==> src/core/lip_cfg.svh <==
`ifndef LIP_CFG_SVH
`define LIP_CFG_SVH

// Register byte offsets
`define LIP_OFS_MASTER_CONFIG_ONE    5'h00
`define LIP_OFS_LINE_POLARITY_CONFIG 5'h04
`define LIP_OFS_BPV_COUNT_LOW        5'h08
`define LIP_OFS_BPV_COUNT_HIGH       5'h0c
`define LIP_OFS_IRQ_STATUS           5'h10
`define LIP_OFS_IRQ_MASK             5'h14
`define LIP_OFS_LIVE_STATUS          5'h18

// master_config_one fields
`define LIP_CB_SINGLE_RAIL  0
`define LIP_CB_FALLBACK     1
`define LIP_CB_LINE_LOOP    2
`define LIP_CB_PAYLOAD_LOOP 3

// line_polarity_config fields
`define LIP_PB_TX_CLK_INV 0
`define LIP_PB_RX_CLK_INV 1
`define LIP_PB_TX_POS_HI  2
`define LIP_PB_TX_POS_INV 3
`define LIP_PB_TX_NEG_HI  4
`define LIP_PB_TX_NEG_INV 5
`define LIP_PB_RX_POS_INV 6
`define LIP_PB_RX_NEG_INV 7

// Interrupt status and live status fields
`define LIP_SB_TX_LOSS  0
`define LIP_SB_VIOL     1
`define LIP_SB_BPV_WRAP 2
`define LIP_ST_W        3
`define LIP_LIVE_TX_LOST 0

// Widths and reset values
`define LIP_REG_W   8
`define LIP_REG_RST 8'h00
`define LIP_ST_RST  3'h0
`define LIP_BPV_W   16
`define LIP_BPV_RST 16'h0000
`define LIP_LOSS_W  16
`define LIP_LOSS_RST 16'h0000

// Timing
`define LIP_MCLK_NS    10
`define LIP_TX_LOSS_NS 640
`define LIP_TX_LOSS_CYC ((`LIP_TX_LOSS_NS + `LIP_MCLK_NS - 1) / `LIP_MCLK_NS)

`endif

==> src/core/lip_pkg.sv <==
`include "lip_cfg.svh"
package lip_pkg;

  typedef struct packed {
    logic [2:0] clkSync;
    logic [1:0] posSync;
    logic [1:0] negSync;
    logic       strobe;
    logic       posBit;
    logic       negBit;
    logic       violation;
  } lip_rx_state_t;

  typedef struct packed {
    logic [`LIP_REG_W-1:0]  masterConfigOne;
    logic [`LIP_REG_W-1:0]  linePolarityConfig;
    logic [`LIP_BPV_W-1:0]  bpvCount;
    logic [`LIP_ST_W-1:0]   irqStatus;
    logic [`LIP_ST_W-1:0]   irqMask;
    logic [2:0]             txClk;
    logic [`LIP_LOSS_W-1:0] lossCount;
    logic                   txLost;
    logic                   srcPrev;
    logic                   clkOut;
    logic                   rawPos;
    logic                   rawNeg;
    logic                   lastNeg;
    logic                   posOut;
    logic                   negOut;
    logic                   ack;
    logic [31:0]            rdata;
    logic                   irq;
  } lip_main_state_t;

endpackage

==> src/core/lip_rx_if.sv <==
`timescale 1ns/1ns
interface lip_rx_if;
  logic singleRail;
  logic rxClockInvert;
  logic rxPositiveInvert;
  logic rxNegativeInvert;
  logic bitStrobe;
  logic posBit;
  logic negBit;
  logic violation;
  logic clockLevel;

  modport control (
    output singleRail, rxClockInvert, rxPositiveInvert, rxNegativeInvert,
    input  bitStrobe, posBit, negBit, violation, clockLevel
  );
  modport sampler (
    input  singleRail, rxClockInvert, rxPositiveInvert, rxNegativeInvert,
    output bitStrobe, posBit, negBit, violation, clockLevel
  );
endinterface

==> src/core/lip_rx_sampler.sv <==
`timescale 1ns/1ns
`include "lip_cfg.svh"
module lip_rx_sampler (
  // Clock and reset
  input wire logic mclk,
  input wire logic sys_rst,
  // Line pins
  input wire logic rxLineClock,
  input wire logic rxPositiveRailIn,
  input wire logic rxNegativeRailIn,
  // Towards the port core
  lip_rx_if.sampler rxBus
);

  lip_pkg::lip_rx_state_t stQ;
  lip_pkg::lip_rx_state_t stD;
  logic                   activeEdge;

  ////////////////////////////////////////////////////////////////////
  // Only the second sync stage feeds the edge finder
  always_comb begin
    stD = stQ;
    stD.clkSync = {stQ.clkSync[1:0], rxLineClock};
    stD.posSync = {stQ.posSync[0], rxPositiveRailIn};
    stD.negSync = {stQ.negSync[0], rxNegativeRailIn};
    // Gapped clocks are fine: only real edges strobe, idle gaps do nothing
    activeEdge = rxBus.rxClockInvert ? (~stQ.clkSync[1] & stQ.clkSync[2])
                                     : (stQ.clkSync[1] & ~stQ.clkSync[2]);
    stD.strobe    = activeEdge;
    stD.violation = 1'b0;
    if (activeEdge) begin
      stD.posBit    = stQ.posSync[1] ^ rxBus.rxPositiveInvert;
      stD.negBit    = stQ.negSync[1] ^ rxBus.rxNegativeInvert;
      // Inverted input counts low levels
      stD.violation = rxBus.singleRail & (stQ.negSync[1] ^ rxBus.rxNegativeInvert);
    end
  end

  always_ff @(posedge mclk) begin
    if (sys_rst) begin
      stQ <= '0;
    end else begin
      stQ <= stD;
    end
  end

  assign rxBus.bitStrobe  = stQ.strobe;
  assign rxBus.posBit     = stQ.posBit;
  assign rxBus.negBit     = stQ.negBit;
  assign rxBus.violation  = stQ.violation;
  assign rxBus.clockLevel = stQ.clkSync[1];
endmodule // lip_rx_sampler

==> src/core/lip_line_port.sv <==
// Design decisions made here: the Avalon-MM interface to the registers and the register addresses.
`timescale 1ns/1ns
`include "lip_cfg.svh"

// Summary of operation
// - Dual-rail transmit sends AMI: positive rail for plus pulses, negative for minus.
// - Single-rail transmit sends plain binary on the positive output, negative held low.
// - Transmit data changes on the line clock rising edge, or falling when inverted.
// - Positive force drives high, invert inverts, both together give constant low.
// - Negative force drives high, invert inverts, both together give constant low.
// - Normally the line clock output copies the transmit input clock, optionally inverted.
// - During line or payload loopback the line clock output copies the receive clock.
// - With input clock lost and fallback set, line clock output copies receive clock.
// - Dual-rail receive: outside unit marks plus and minus pulses on the two rails.
// - Binary receive: positive input carries data, negative input carries code violations.
// - Receive inputs sampled on receive clock rising edge, or falling when inverted.
// - Receive positive invert flips the data input polarity before use.
// - Receive negative invert flips the negative or violation input before use.
// - Binary mode, no invert: counter adds one per receive clock with violation high.
// - Binary mode, inverted: counter adds one per receive clock with violation low.
// - Receive side works with gapped or continuous receive clocks.
module lip_line_port #(
  parameter logic [`LIP_LOSS_W-1:0] LOSS_CYCLES = `LIP_LOSS_W'(`LIP_TX_LOSS_CYC)
) (
  // Clock and reset
  input  wire logic        mclk,
  input  wire logic        sys_rst,
  // Avalon-MM slave
  input  wire logic [4:0]  avs_address,
  input  wire logic        avs_read,
  input  wire logic        avs_write,
  input  wire logic [3:0]  avs_byteenable,
  input  wire logic [31:0] avs_writedata,
  output logic      [31:0] avs_readdata,
  output logic             avs_waitrequest,
  // Interrupt
  output logic             irq,
  // Transmit line pins
  input  wire logic        tx_input_clock,
  output logic             tx_positive_rail_out,
  output logic             tx_negative_rail_out,
  output logic             tx_line_clock_out,
  // Receive line pins
  input  wire logic        rx_line_clock,
  input  wire logic        rx_positive_rail_in,
  input  wire logic        rx_negative_rail_in,
  // Formatter side
  input  wire logic        txSerialData,
  output logic             txBitTaken,
  // Framer side
  output logic             rxBitStrobe,
  output logic             rxPosBit,
  output logic             rxNegBit
);

  lip_rx_if rxBus ();

  lip_rx_sampler u_sampler (
    .mclk             (mclk),
    .sys_rst          (sys_rst),
    .rxLineClock      (rx_line_clock),
    .rxPositiveRailIn (rx_positive_rail_in),
    .rxNegativeRailIn (rx_negative_rail_in),
    .rxBus            (rxBus)
  );

  ////////////////////////////////////////////////////////////////////
  // Force wins over data; force plus invert gives a constant low
  function automatic logic railDrive(input logic raw, input logic hi, input logic inv);
    railDrive = hi ? ~inv : (raw ^ inv);
  endfunction

  function automatic logic regHit(input logic [4:0] addr, input logic [4:0] ofs);
    regHit = (addr == ofs);
  endfunction

  lip_pkg::lip_main_state_t stQ;
  lip_pkg::lip_main_state_t stD;

  logic                  singleRail;
  logic                  fallbackEn;
  logic                  loopActive;
  logic                  txClkInv;
  logic                  useRx;
  logic                  srcLevel;
  logic                  srcRise;
  logic                  txEdgeAny;
  logic                  wrAccept;
  logic                  bpvClear;
  logic [`LIP_ST_W-1:0]  stSet;
  logic [`LIP_ST_W-1:0]  stClr;
  logic [31:0]           rdMux;

  assign singleRail = stQ.masterConfigOne[`LIP_CB_SINGLE_RAIL];
  assign fallbackEn = stQ.masterConfigOne[`LIP_CB_FALLBACK];
  assign loopActive = stQ.masterConfigOne[`LIP_CB_LINE_LOOP]
                    | stQ.masterConfigOne[`LIP_CB_PAYLOAD_LOOP];
  assign txClkInv   = stQ.linePolarityConfig[`LIP_PB_TX_CLK_INV];

  assign rxBus.singleRail       = singleRail;
  assign rxBus.rxClockInvert    = stQ.linePolarityConfig[`LIP_PB_RX_CLK_INV];
  assign rxBus.rxPositiveInvert = stQ.linePolarityConfig[`LIP_PB_RX_POS_INV];
  assign rxBus.rxNegativeInvert = stQ.linePolarityConfig[`LIP_PB_RX_NEG_INV];

  ////////////////////////////////////////////////////////////////////
  // Read mux, sampled into the read data flop on the first request cycle
  always_comb begin
    rdMux = 32'h0000_0000;
    if (regHit(avs_address, `LIP_OFS_MASTER_CONFIG_ONE)) begin
      rdMux[`LIP_REG_W-1:0] = stQ.masterConfigOne;
    end else if (regHit(avs_address, `LIP_OFS_LINE_POLARITY_CONFIG)) begin
      rdMux[`LIP_REG_W-1:0] = stQ.linePolarityConfig;
    end else if (regHit(avs_address, `LIP_OFS_BPV_COUNT_LOW)) begin
      rdMux[`LIP_REG_W-1:0] = stQ.bpvCount[`LIP_REG_W-1:0];
    end else if (regHit(avs_address, `LIP_OFS_BPV_COUNT_HIGH)) begin
      rdMux[`LIP_REG_W-1:0] = stQ.bpvCount[`LIP_BPV_W-1:`LIP_REG_W];
    end else if (regHit(avs_address, `LIP_OFS_IRQ_STATUS)) begin
      rdMux[`LIP_ST_W-1:0] = stQ.irqStatus;
    end else if (regHit(avs_address, `LIP_OFS_IRQ_MASK)) begin
      rdMux[`LIP_ST_W-1:0] = stQ.irqMask;
    end else if (regHit(avs_address, `LIP_OFS_LIVE_STATUS)) begin
      rdMux[`LIP_LIVE_TX_LOST] = stQ.txLost;
    end
  end

  ////////////////////////////////////////////////////////////////////
  always_comb begin
    stD = stQ;

    // Transmit input clock: two sync stages, then a history bit
    stD.txClk = {stQ.txClk[1:0], tx_input_clock};
    txEdgeAny = stQ.txClk[1] ^ stQ.txClk[2];

    // Loss watchdog restarts on every input clock edge
    if (txEdgeAny) begin
      stD.lossCount = `LIP_LOSS_RST;
      stD.txLost    = 1'b0;
    end else if (stQ.lossCount != LOSS_CYCLES) begin
      stD.lossCount = stQ.lossCount + `LIP_LOSS_W'(1);
    end else begin
      stD.txLost = 1'b1;
    end

    // Source pick is not glitch free; a switch may cost one short bit
    useRx    = loopActive | (fallbackEn & stQ.txLost);
    srcLevel = useRx ? rxBus.clockLevel : stQ.txClk[1];
    srcRise  = srcLevel & ~stQ.srcPrev;
    stD.srcPrev = srcLevel;
    // Inverting the output clock moves data onto its falling edge
    stD.clkOut  = srcLevel ^ txClkInv;
    txBitTaken  = srcRise;

    if (srcRise) begin
      if (singleRail) begin
        stD.rawPos = txSerialData;
        stD.rawNeg = 1'b0;
      end else begin
        // Marks alternate; a mark takes exactly one rail
        stD.rawPos = txSerialData & stQ.lastNeg;
        stD.rawNeg = txSerialData & ~stQ.lastNeg;
        if (txSerialData) begin
          stD.lastNeg = ~stQ.lastNeg;
        end
      end
    end

    stD.posOut = railDrive(stD.rawPos,
                           stQ.linePolarityConfig[`LIP_PB_TX_POS_HI],
                           stQ.linePolarityConfig[`LIP_PB_TX_POS_INV]);
    stD.negOut = railDrive(stD.rawNeg & ~singleRail,
                           stQ.linePolarityConfig[`LIP_PB_TX_NEG_HI],
                           stQ.linePolarityConfig[`LIP_PB_TX_NEG_INV]);

    // Bus: one wait state, write lands on the edge that ends the cycle after the wait
    stD.ack  = (avs_read | avs_write) & ~stQ.ack;
    wrAccept = avs_write & stQ.ack & avs_byteenable[0];
    if (avs_read & ~stQ.ack) begin
      stD.rdata = rdMux;
    end

    stClr    = {`LIP_ST_W{1'b0}};
    bpvClear = 1'b0;
    if (wrAccept) begin
      if (regHit(avs_address, `LIP_OFS_MASTER_CONFIG_ONE)) begin
        stD.masterConfigOne = avs_writedata[`LIP_REG_W-1:0];
      end else if (regHit(avs_address, `LIP_OFS_LINE_POLARITY_CONFIG)) begin
        stD.linePolarityConfig = avs_writedata[`LIP_REG_W-1:0];
      end else if (regHit(avs_address, `LIP_OFS_BPV_COUNT_LOW)) begin
        bpvClear = 1'b1;
      end else if (regHit(avs_address, `LIP_OFS_BPV_COUNT_HIGH)) begin
        bpvClear = 1'b1;
      end else if (regHit(avs_address, `LIP_OFS_IRQ_STATUS)) begin
        stClr = avs_writedata[`LIP_ST_W-1:0];
      end else if (regHit(avs_address, `LIP_OFS_IRQ_MASK)) begin
        stD.irqMask = avs_writedata[`LIP_ST_W-1:0];
      end
    end

    // A violation in the clearing cycle still counts as one
    if (bpvClear) begin
      stD.bpvCount = `LIP_BPV_RST;
    end
    if (rxBus.violation) begin
      stD.bpvCount = stD.bpvCount + `LIP_BPV_W'(1);
    end

    stSet = {`LIP_ST_W{1'b0}};
    stSet[`LIP_SB_TX_LOSS]  = stD.txLost & ~stQ.txLost;
    stSet[`LIP_SB_VIOL]     = rxBus.violation;
    stSet[`LIP_SB_BPV_WRAP] = rxBus.violation & ~bpvClear & (&stQ.bpvCount);
    // Set beats clear so no event is lost
    stD.irqStatus = (stQ.irqStatus & ~stClr) | stSet;
    stD.irq       = |(stD.irqStatus & stD.irqMask);
  end

  always_ff @(posedge mclk) begin
    if (sys_rst) begin
      stQ <= '0;
      stQ.lastNeg <= 1'b1;
    end else begin
      stQ <= stD;
    end
  end

  ////////////////////////////////////////////////////////////////////
  assign avs_readdata         = stQ.rdata;
  assign avs_waitrequest      = (avs_read | avs_write) & ~stQ.ack;
  assign irq                  = stQ.irq;
  assign tx_positive_rail_out = stQ.posOut;
  assign tx_negative_rail_out = stQ.negOut;
  assign tx_line_clock_out    = stQ.clkOut;
  assign rxBitStrobe          = rxBus.bitStrobe;
  assign rxPosBit             = rxBus.posBit;
  assign rxNegBit             = rxBus.negBit;
endmodule // lip_line_port

==> config.mk <==
export PLATFORM = sky130hd
export DESIGN_NAME = lip_line_port
export DESIGN_NICKNAME = d
export VERILOG_FILES = /design/src/core/lip_pkg.sv /design/src/core/lip_rx_if.sv /design/src/core/lip_rx_sampler.sv /design/src/core/lip_line_port.sv
export VERILOG_INCLUDE_DIRS = /design/src /design/src/core
export SDC_FILE = /design/constraint.sdc
export NUM_CORES = 1
export LEC_CHECK = 0
export ABC_AREA = 1
export BUFFER_PORTS_ARGS = -buffer_cell sky130_fd_sc_hd__buf_4
export CORE_ASPECT_RATIO = 1.25
export CORE_UTILIZATION = 45
export CTS_BUF_LIST = sky130_fd_sc_hd__clkbuf_2 sky130_fd_sc_hd__clkbuf_4 sky130_fd_sc_hd__clkbuf_8
export CTS_CLUSTER_SIZE = 16
export DETAILED_ROUTE_END_ITERATION = 10
export PLACE_DENSITY = 0.83
export SETUP_SLACK_MARGIN = 0.15
export SLEW_MARGIN = 20
export SYNTH_ARGS = -nofsm -noshare
export SYNTH_HDL_FRONTEND = slang
export SYNTH_SLANG_ARGS = --single-unit
==> constraint.sdc <==
create_clock -name mclk -period 2 [get_ports mclk]
set_input_delay 0.6 -clock mclk [delete_from_list [all_inputs] [get_ports mclk]]
set_output_delay 0.6 -clock mclk [all_outputs]
set_load 0.02 [all_outputs]
==> impl_metrics.xml <==
<?xml version="1.0" encoding="UTF-8"?>
<metrics>
  <group name="sta">
    <metric name="tns" unit="ps">0</metric>
    <metric name="final_critical_delay_including_setup_and_external_delays" unit="ps">1860</metric>
    <metric name="finalSetupViolations" unit="">0</metric>
    <metric name="finalCritPeriodShare" unit="%">93.1</metric>
    <metric name="clock.fmax" unit="MHz">537</metric>
    <metric name="hold_viol" unit="">0</metric>
    <metric name="rsz0062_at_grt" unit="">true</metric>
    <metric name="clock-skew-final" unit="ps">8.00</metric>
    <metric name="maxSlewViolCount" unit="">0</metric>
  </group>
  <group name="place">
    <metric name="detailedPlacementHpwl" unit="um">7580</metric>
    <metric name="dpl_cell_area" unit="um^2">4670</metric>
    <metric name="number_of_buffer_cells_added_on_primary_ports" unit="">39</metric>
    <metric name="gp_congestion" unit="">0.952</metric>
  </group>
  <group name="worst_hold_path">
    <metric name="worstHoldStart" unit="">u_sampler.stD[5]</metric>
    <metric name="hold_path_end" unit="">u_sampler.stQ[5]</metric>
    <metric name="path_class_of_the_lowest_slack_min_delay_path" unit="">flip-flop to flip-flop</metric>
    <metric name="hold_path_depth" unit="">2</metric>
  </group>
  <group name="logic_synthesis">
    <metric name="synth_top_cells_by_count" unit="">nand2_1 (132), dfxtp_1 (86), inv_1 (76)</metric>
    <metric name="syn-cell-area" unit="um^2">4170</metric>
    <metric name="yosysSeqAreaShare" unit="%">41.3</metric>
    <metric name="synth_area_leaders" unit="">dfxtp_1 (41%), nand2_1 (12%), inv_1 (6.8%), a21oi_1 (6.1%), nor2_1 (6.0%)</metric>
    <metric name="synth.ff_latch_count" unit="">86</metric>
    <metric name="synth.lib_cells_used.distinct" unit="">38</metric>
    <metric name="synth_largest_type_area_fraction" unit="%">41.3</metric>
    <metric name="async_flop_share" unit="%">0</metric>
    <metric name="yosysMostFrequentCell" unit="">nand2_1</metric>
    <metric name="synth.yosys.warnings" unit="">0</metric>
    <metric name="most_area_hungry_cell_type_in_the_yosys_netlist" unit="">dfxtp_1</metric>
    <metric name="synth_cells" unit="">589</metric>
    <metric name="dominantRegCellSynth" unit="">dfxtp_1</metric>
    <metric name="synth_edf_count" unit="">0</metric>
    <metric name="syn-mean-instance-area" unit="um^2">7.07</metric>
  </group>
  <group name="critical_path">
    <metric name="path_depth" unit="">5</metric>
    <metric name="regToRegEndpoint" unit="">stQ[77]</metric>
    <metric name="category_of_cells_accounting_for_the_largest_share_of_critical_path_delay" unit="">simple AND/OR/NAND/NOR gates</metric>
    <metric name="critical_path.slowest_cell" unit="">dfxtp_2</metric>
    <metric name="timing.critical_path.to_type" unit="">output pin</metric>
    <metric name="critPathBufInv" unit="">2</metric>
    <metric name="path_cells" unit="">nand2_2, nand4_1, nand3b_1, inv_1, buf_6</metric>
    <metric name="cp.arrival" unit="ps">1260</metric>
    <metric name="path_max_fanout" unit="">2</metric>
    <metric name="regToRegSetupSlack" unit="ps">200</metric>
    <metric name="worstSetupPathType" unit="">flip-flop to output pin</metric>
    <metric name="crit-reg2reg-launch" unit="">stQ[33]</metric>
    <metric name="slowest_delay" unit="ps">330</metric>
    <metric name="r2r_cells" unit="">14</metric>
    <metric name="required" unit="ps">1400</metric>
    <metric name="timing.critical_path.from_type" unit="">flip-flop</metric>
  </group>
  <group name="clock_tree">
    <metric name="numCtsBuffers" unit="">9</metric>
    <metric name="clock_tree.htree_level_count" unit="">3</metric>
    <metric name="clockRootBuffer" unit="">clkbuf_8</metric>
    <metric name="tritoncts" unit="">built</metric>
    <metric name="clock_sinks" unit="">86</metric>
    <metric name="insertion_delay" unit="ps">360</metric>
    <metric name="cts.reportedPaths.clkPinSlew" unit="ps">90</metric>
    <metric name="cts_buffer_depth" unit="">2</metric>
  </group>
  <group name="power">
    <metric name="switching_fraction" unit="%">24.6</metric>
    <metric name="power_frac_clock" unit="%">40.1</metric>
    <metric name="leakagePower" unit="nW">2.11</metric>
    <metric name="combinationalPowerShare" unit="%">7.9</metric>
    <metric name="switchingPower" unit="mW">0.825</metric>
    <metric name="irDropWorstVdd" unit="mV">0.290</metric>
    <metric name="sequentialPowerShare" unit="%">52.0</metric>
    <metric name="p_int" unit="mW">2.53</metric>
    <metric name="p_per_area" unit="nW/um^2">669</metric>
  </group>
  <group name="routing">
    <metric name="first_iter_violations" unit="">323</metric>
    <metric name="ant_nets" unit="">0</metric>
    <metric name="avgViaCountPerCell" unit="">5.01</metric>
    <metric name="vias" unit="">3911</metric>
    <metric name="drt_pre_antenna_iters" unit="">4</metric>
    <metric name="drt_drc_violations_left" unit="">0</metric>
    <metric name="routed_wire_length_per_instance" unit="um">12.9</metric>
    <metric name="wire_length_after_detailed_routing" unit="um">10000</metric>
  </group>
  <group name="floorplanning">
    <metric name="die_area" unit="um^2">9650</metric>
    <metric name="core.rowCount" unit="">38</metric>
    <metric name="fp.dieH" unit="um">110</metric>
    <metric name="chipWidth" unit="um">88.1</metric>
    <metric name="fp.coreArea" unit="um^2">8840</metric>
    <metric name="start_util" unit="%">47.1</metric>
    <metric name="io_pins" unit="">91</metric>
  </group>
  <group name="grt">
    <metric name="groute.layer.met2.usage" unit="%">40.0</metric>
    <metric name="use_met1" unit="%">23.0</metric>
    <metric name="grt_first_pass_wirelength" unit="um">15900</metric>
    <metric name="first_global_vias" unit="">3641</metric>
    <metric name="globalRouteMet3Util" unit="%">4.20</metric>
    <metric name="globalRouteTotalUtil" unit="%">21.6</metric>
    <metric name="initial_antenna_violation_count" unit="">0</metric>
    <metric name="grt_most_used_layer" unit="">met2</metric>
    <metric name="grt_overflow_total" unit="">0</metric>
    <metric name="maximum_number_of_pins_on_one_net_before_global_route_repair" unit="">25</metric>
  </group>
  <group name="finish">
    <metric name="fin_util" unit="%">56.8</metric>
    <metric name="fraction_of_layout_cells_with_a_size_suffix_above_1" unit="%">20.6</metric>
    <metric name="nNetsFinal" unit="">708</metric>
    <metric name="finish.instance_area" unit="um^2">5020</metric>
    <metric name="area_delta_synth_final" unit="%">20.5</metric>
    <metric name="insertedDiodeCount" unit="">0</metric>
  </group>
  <group name="flow_run">
    <metric name="cap_violations" unit="">0</metric>
  </group>
  <group name="outcome">
    <metric name="run_status" unit="">finished clean</metric>
  </group>
</metrics>
layout make-up:
class / count / area (um^2)
clock buffers: 9 / 124
clock inverters: 7 / 96.3
fillers: 804 / 3820
inverters: 78 / 298
multi-input cells: 404 / 2040
flip-flops and latches: 86 / 1730
well taps: 120 / 150
repair buffers: 76 / 587
flip-flops by register name, summed over array words and instances (netlist names), 2 cells and up:
register       cells
u_sampler.stD      3
stQ               56
avs_readdata       8
u_sampler.stQ      3
stD                2
power by group through the flow:
stage | Clock (mW) | Combinational, mW | Sequential (mW)
after floorplan | 0 | 0.182 | 1.79
after global placement | 0 | 0.246 | 1.79
after detailed placement | 0 | 0.254 | 1.79
after CTS | 1.36 | 0.257 | 1.75
after global routing | 1.43 | 0.293 | 1.75
final | 1.34 | 0.266 | 1.75
through the flow:
stage | worst slack (ps) | std cells | hold slack (ps) | power, mW
6_report | 137 | 780 | 406 | 3.36
5_1_grt | 38.9 | 780 | 428 | 3.47
4_1_cts | 143 | 773 | 408 | 3.36
3_5_place_dp | -241 | 756 | 395 | 2.04
3_3_place_gp | -218 | 756 | 391 | 2.03
2_1_floorplan | -27.5 | 612 | 388 | 1.97
worst reg2reg max path: cells and delay by family (launching register included):
| kind | cells | cell delay, ps |
|---|---|---|
| and+or+nand+nor | 11 | 1030 |
| DFF | 1 | 370 |
| adders and majority gates | 1 | 130 |
| AOI/OAI and AO/OA | 1 | 130 |
| buffers and inverters | 1 | 60 |
metal layers:
layer	vias up	routed length, um
met4	0	321
met3	27	451
met5	-	0
met2	103	5390
met1	1807	3880
li1	1974	-
worst max path at each step:
stage	startpoint	to	slack, ps
after floorplan	avs_byteenable[0]	stQ[79]	-30
after global placement	avs_byteenable[0]	stQ[79]	-220
after detailed placement	avs_byteenable[0]	stQ[79]	-240
after CTS	stQ[41]	txBitTaken	140
after global routing	stQ[33]	stQ[77]	40
final	fallbackEn	txBitTaken	140
cells by family after synthesis:
family                     Yosys count  synth area share (%)
adders and majority gates            3                 0.901
DFF                                 86                  41.3
xor gates and xnor gates             3                 0.631
AOI/OAI and AO/OA                   98                  12.9
and+or+nand+nor                    276                  29.7
buffers and inverters              122                  14.4
other                                1                0.0900
layout by cell type (no fill, tap or decap), types with 3 or more instances in the layout:
cell	instances
nand2_1	127
dfxtp_1	81
buf_4	74
inv_1	70
nor2_1	63
a21oi_1	50
o21ai_0	27
conb_1	24
nand3_1	23
nand4_1	14
nor3_1	13
a211oi_1	10
clkbuf_8	9
inv_2	5
nor2_2	5
nand3_2	4
nor2_4	4
dfxtp_2	4
nand2_2	3
or2_2	3
o21a_1	3
what timing repair did:
| item | CTS | global route |
|---|---|---|
| gates resized for setup | 6 | 16 |
| pin swaps | 1 | 7 |
| endpoints found under the setup margin | 4 | 13 |
| buffers inserted | 1 | 7 |
| hold buffers | 0 | 0 |
(Power assumes the default switching activity.)
